File: config.mk
export PLATFORM = sky130hd
export DESIGN_NAME = video_dac_input_port
export DESIGN_NICKNAME = d
export VERILOG_FILES = /design/src/common/video_dac_pkg.sv /design/src/rtl/video_dac_input_port.sv
export SDC_FILE = /design/constraint.sdc
export NUM_CORES = 1
export LEC_CHECK = 0
export BUFFER_PORTS_ARGS = -buffer_cell sky130_fd_sc_hd__clkbuf_2
export CORE_MARGIN = 2
export CORE_UTILIZATION = 49
export DETAILED_ROUTE_END_ITERATION = 10
export MAX_ROUTING_LAYER = met4
export PLACE_DENSITY = 0.78
export SYNTH_ARGS = -nofsm -noshare
export SYNTH_HDL_FRONTEND = slang
export SYNTH_SLANG_ARGS = --single-unit
File: constraint.sdc
create_clock -name clk_sys -period 1.85 [get_ports clk_sys]
set_input_delay 0.0925 -clock clk_sys [delete_from_list [all_inputs] [get_ports clk_sys]]
set_output_delay 0.0925 -clock clk_sys [all_outputs]
set_load 0.05 [all_outputs]
File: src/common/video_dac_pkg.sv
// shared constants for the video converter input port
package video_dac_pkg;
	localparam int CODE_WIDTH = 10;
	localparam int LEVEL_COUNT = 1024;
	localparam logic [9:0] CODE_BLACK = 10'h000;
	localparam logic [9:0] CODE_WHITE = 10'h3FF;
	localparam logic [9:0] CODE_RESET = 10'h000;
	// power-up times, ns
	localparam int STANDBY_UP_NS = 10;
	localparam int POWER_OFF_UP_NS = 320;
	localparam int CLK_PERIOD_NS = 8;
	// longest times round down, at least one cycle
	localparam int STANDBY_UP_CYCLES =
		(STANDBY_UP_NS / CLK_PERIOD_NS) < 1 ? 1 : (STANDBY_UP_NS / CLK_PERIOD_NS);
	localparam int POWER_OFF_UP_CYCLES =
		(POWER_OFF_UP_NS / CLK_PERIOD_NS) < 1 ? 1 : (POWER_OFF_UP_NS / CLK_PERIOD_NS);
	localparam int WAKE_WIDTH = 6;
	typedef enum logic [1:0] {
		ST_OFF,
		ST_STANDBY,
		ST_WAKE,
		ST_RUN
	} power_state_t;
endpackage

File: src/rtl/video_dac_input_port.sv
// pixel input register and power control for a 10-bit video converter
// Behaviour
// capture whole 10-bit pixel bus on each rising clock edge only
// bit zero is code LSB, bit nine is code MSB
// driving side ties unused pixel inputs high or low
// power_off_n low: everything off including reference, no conversion
// standby_n low: low-power standby instead of conversion
// standby keeps reference running for quick recovery
// code resolves into 1024 levels, zero black, maximum white
// each code bit steers its weighted current to output or ground
// code reaches converter one cycle after capture, held until next capture
`timescale 1ns/100ps
module video_dac_input_port (
	input  wire logic       clk_sys,
	input  wire logic       nrst,
	input  wire logic [9:0] pixel_data_in,
	input  wire logic       power_off_n,
	input  wire logic       standby_n,
	output logic      [9:0] dac_code,
	output logic      [9:0] bit_to_output,
	output logic      [9:0] bit_to_ground,
	output logic            reference_on,
	output logic            converter_active,
	output logic      [1:0] power_state
);
	video_dac_pkg::power_state_t state;
	video_dac_pkg::power_state_t next_state;
	logic [9:0] capture;
	logic [5:0] wake_count;
	logic [5:0] next_wake_count;
	wire        want_run;
	wire        wake_done;
	wire        run_next;
	wire        ref_next;
	wire  [9:0] next_code;
	wire  [9:0] next_steer;
	wire  [9:0] next_sink;

	// true for the one state that converts live data
	function automatic logic is_live(video_dac_pkg::power_state_t s);
		return (s == video_dac_pkg::ST_RUN);
	endfunction

	// true for every state that keeps the reference alive
	function automatic logic keeps_ref(video_dac_pkg::power_state_t s);
		return (s != video_dac_pkg::ST_OFF);
	endfunction

	// wake delay loaded when leaving a low-power state
	function automatic logic [5:0] wake_load(video_dac_pkg::power_state_t s);
		logic [5:0] cycles;
		case (s)
			video_dac_pkg::ST_OFF: begin
				cycles = 6'(video_dac_pkg::POWER_OFF_UP_CYCLES); // reference restart
			end
			video_dac_pkg::ST_STANDBY: begin
				cycles = 6'(video_dac_pkg::STANDBY_UP_CYCLES); // reference still up
			end
			default: begin
				cycles = 6'h01;
			end
		endcase
		return cycles;
	endfunction

	// control decode
	assign want_run = power_off_n && standby_n;
	assign wake_done = (wake_count == 6'h01);

	// next-state decode shared by every output register
	assign run_next = is_live(next_state);
	assign ref_next = keeps_ref(next_state);

	// code and steering, forced black unless running
	assign next_code = run_next ? capture : video_dac_pkg::CODE_BLACK;
	assign next_steer = run_next ? capture : 10'h000; // one bits to output
	assign next_sink = ~next_steer; // zero bits to ground

	// input register: full bus every rising edge, bit order kept
	always_ff @(posedge clk_sys or negedge nrst) begin
		if (!nrst) begin
			capture <= video_dac_pkg::CODE_RESET;
		end else begin
			capture <= pixel_data_in;
		end
	end

	// power state sequencing; power-off wins over standby
	always_comb begin
		next_state = state;
		next_wake_count = 6'h00;
		if (!power_off_n) begin
			next_state = video_dac_pkg::ST_OFF;
		end else if (!want_run) begin
			next_state = video_dac_pkg::ST_STANDBY;
		end else begin
			case (state)
				video_dac_pkg::ST_OFF: begin
					next_state = video_dac_pkg::ST_WAKE;
					next_wake_count = wake_load(state); // full restart
				end
				video_dac_pkg::ST_STANDBY: begin
					next_state = video_dac_pkg::ST_WAKE; // quick recovery
					next_wake_count = wake_load(state);
				end
				video_dac_pkg::ST_WAKE: begin
					next_state = wake_done ? video_dac_pkg::ST_RUN : video_dac_pkg::ST_WAKE;
					next_wake_count = wake_done ? 6'h00 : 6'(wake_count - 6'h01);
				end
				video_dac_pkg::ST_RUN: begin
					next_state = video_dac_pkg::ST_RUN;
				end
				default: begin
					next_state = video_dac_pkg::ST_OFF;
				end
			endcase
		end
	end

	// power state register
	always_ff @(posedge clk_sys or negedge nrst) begin
		if (!nrst) begin
			state <= video_dac_pkg::ST_OFF;
		end else begin
			state <= next_state;
		end
	end

	// wake delay counter
	always_ff @(posedge clk_sys or negedge nrst) begin
		if (!nrst) begin
			wake_count <= 6'h00;
		end else begin
			wake_count <= next_wake_count;
		end
	end

	// code to converter core, one cycle after capture
	always_ff @(posedge clk_sys or negedge nrst) begin
		if (!nrst) begin
			dac_code <= video_dac_pkg::CODE_BLACK;
		end else begin
			dac_code <= next_code;
		end
	end

	// per-bit steering to the output
	always_ff @(posedge clk_sys or negedge nrst) begin
		if (!nrst) begin
			bit_to_output <= 10'h000;
		end else begin
			bit_to_output <= next_steer;
		end
	end

	// per-bit steering to ground
	always_ff @(posedge clk_sys or negedge nrst) begin
		if (!nrst) begin
			bit_to_ground <= 10'h3FF;
		end else begin
			bit_to_ground <= next_sink;
		end
	end

	// reference alive in every state but off
	always_ff @(posedge clk_sys or negedge nrst) begin
		if (!nrst) begin
			reference_on <= 1'b0;
		end else begin
			reference_on <= ref_next;
		end
	end

	// conversion only while running
	always_ff @(posedge clk_sys or negedge nrst) begin
		if (!nrst) begin
			converter_active <= 1'b0;
		end else begin
			converter_active <= run_next;
		end
	end

	// state shown for observation
	assign power_state = state;

endmodule

==> impl_metrics.yaml <==
run_status:
  outcome: "completed"
synth:
  ys.flop_type: "dfrtp_1"
  synth.avg_cell_area_um2: 13.6
  syn_area_um2: 1460
  synthCells: 107
  synth_edf_count: 0
  synth_cell_types: 29
  asyncSetResetFlopFracSynth_pct: 100
  yosysWarningCount: 0
  ys_ff_latch: 40
  syn-num-nets: 123
  seq_area_frac_synth_pct: 69.5
routing:
  postRouteAntennaNets: 0
  vias: 957
  dr.first_iter.drc_count: 23
  viasPerCell: 4.98
  drcViolationCount: 0
  first_pass_iters: 4
  wirelength_um: 2580
  wl_per_cell_um: 13.4
sta:
  tightest_slew_ps: 590
  finalSetupViolCount: 0
  fin_setup_tns_ps: 0
  setup_ws_ps: 150
  slew-limit-headroom_pct: 60.7
  max_freq_mhz: 588
  fin_crit_sh_pct: 91.9
  period_minus_slack_ps: 1700
  rsz0062_at_grt: "no"
  hold_ws_ps: 86.9
  hold_viol: 0
  final_max_slew_viol_count: 0
  skew_ps: 9.51
floorplan:
  die_h_um: 58.5
  die_area_um2: 3430
  start_util_pct: 52.4
  coreArea_um2: 2780
  row_count: 19
  io-pin-count: 48
  dieWidth_um: 58.5
worst_setup_path:
  crit_type: "register to register"
  cp-end-kind: "register"
  cp_slowest_cell: "o21ai_4"
  cp.required_ps: 2020
  crit_chain: "or3_4 -> o21ai_4 -> o32ai_1"
  worst-path-buf-inv: 0
  arrival_ps: 1870
  cp-start-kind: "register"
  cpPeakStageDelay_ps: 490
  worstPathMaxFanout: 25
  crit_family: "compound AO/OA/AOI/OAI gates"
power_and_ir_drop:
  p_per_area_nw_per_um2: 811
  switching_share_pct: 24.5
  irDropWorstVdd_mv: 0.751
  p_leak_nw: 0.930
  clockPowerShare_pct: 26.6
  power_frac_comb_pct: 10.9
  netSwitchingPower_w: 0.000360
  p_seq_share_pct: 62.4
  p_int_w: 0.00111
grt:
  grt_start_max_net_pins: 26
  track_usage_pct: 17.0
  antenna_found_initial: 0
  grt_pass1_wl_um: 4190
  grt_remaining_overflow: 0
  first_global_vias: 947
cts:
  cts_tree: "done"
  numCtsBuffers: 5
  h-tree-depth: 2
  post_cts_resized: 0
  cts_root_buf: "clkbuf_4"
  clk_path_buf_depth: 2
  clkSinkCount: 40
  clkLatencyLatePin_ps: 320
  postCtsSetupBuffers: 0
  clk_pin_slew_worst_paths_ps: 100
placed_design:
  placedInstanceArea_um2: 1640
  io_buffers: 47
  gp_congestion: 0.833
  dp_hpwl_um: 1820
  pre_cts_slack_ps: 208
layout:
  drive_above_1_share_pct: 42.9
  antenna_cells: 0
  final_nets: 176
  design_area_um2: 1810
  mostFrequentLayoutCells: "clkbuf_2 (47), dfrtp_1 (30), dlygate4sd3_1 (12)"
  layout_commonest_cell: "clkbuf_2"
  synthToLayoutAreaGrowth_pct: 24.3
hold_path:
  hp-class: "input pin to register"
job:
  cap_violations: 0
## cell usage after synthesis (all sizes together) (2+ instances only)
cell type   n  area share, %
ha          2            1.7
nand3      11            3.8
nand2       2           0.52
buf        12            6.4
nor3        3            1.0
dfstp      10             18
dfrtp      30             52
inv         4            1.0
and3       11            4.7
clkbuf      3           0.77
xnor2       2            1.2
## power by group through the flow
stage	Sequential [W]	Combinational (W)	Clock (W)
CTS	0.000917	0.000160	0.000405
floorplan	0.000956	0.0000696	0
global placement	0.000931	0.000137	0
global route	0.000920	0.000175	0.000442
detailed placement	0.000933	0.000140	0
finish	0.000917	0.000161	0.000391
## per-stage QoR
step	util, %	cells	total power [W]
floorplan	-	107	0.00103
global placement	59.0	172	0.00107
detailed placement	59.0	172	0.00107
CTS	65.1	192	0.00148
global route	65.1	192	0.00154
finish	65.1	192	0.00147
## metal layers
metal	routed length (um)	GRT usage [%]
met1	933	18.8
met2	1500	29.9
met3	108	4.40
met4	35	5.65
met5	0	-
## repair_timing
item,4_1_cts,5_1_grt
endpoints found under the setup margin,0,0
endpoints found under the hold margin,22,0
hold buffers,12,0
## worst paths after layout
| check | startpoint | end | slack [ps] | depth (start not counted) |
|---|---|---|---|---|
| max in group asynchronous | nrst | bit_to_ground[6] | 1010 | 3 |
| min in group asynchronous | nrst | capture[3] | 240 | 2 |
| hold / removal | standby_n | wake_count[5] | 90 | 3 |
| setup reg to reg | wake_count[2] | wake_count[0] | 150 | 3 |
| hold reg to reg | capture[2] | bit_to_ground[2] | 410 | 1 |
| setup / recovery | wake_count[2] | wake_count[0] | 150 | 3 |
## sequential cells by signal, summed over array words and instances, names as in the netlist
signal / count
power_state: 2
bit_to_ground: 10
bit_to_output: 10
capture: 10
reference_on: 1
converter_active: 1
wake_count: 6
## worst min-delay path, delay by kind of cell
kind                   cells  cell delay (ps)
buffers and inverters      1               90
AND/OR/NAND/NOR            1              120
AO/OA/AOI/OAI              1               60
## cell type report
cell class	instances	area, um2
Multi-Input combinational cell	48	324
Sequential cell	40	1010
Clock inverter	1	5.00
Tap cell	31	38.8
Clock buffer	7	45.0
Fill cell	198	970
Timing Repair Buffer	61	370
Inverter	4	15.0
## cells by family after synthesis
logic type	synth area share, %
adders and majority gates	1.72
xor gates and xnor gates	1.20
DFF	69.5
buffers and inverters	8.24
and+or+nand+nor	14.3
AOI/OAI and AO/OA	4.98
(Power assumes the default switching activity.)
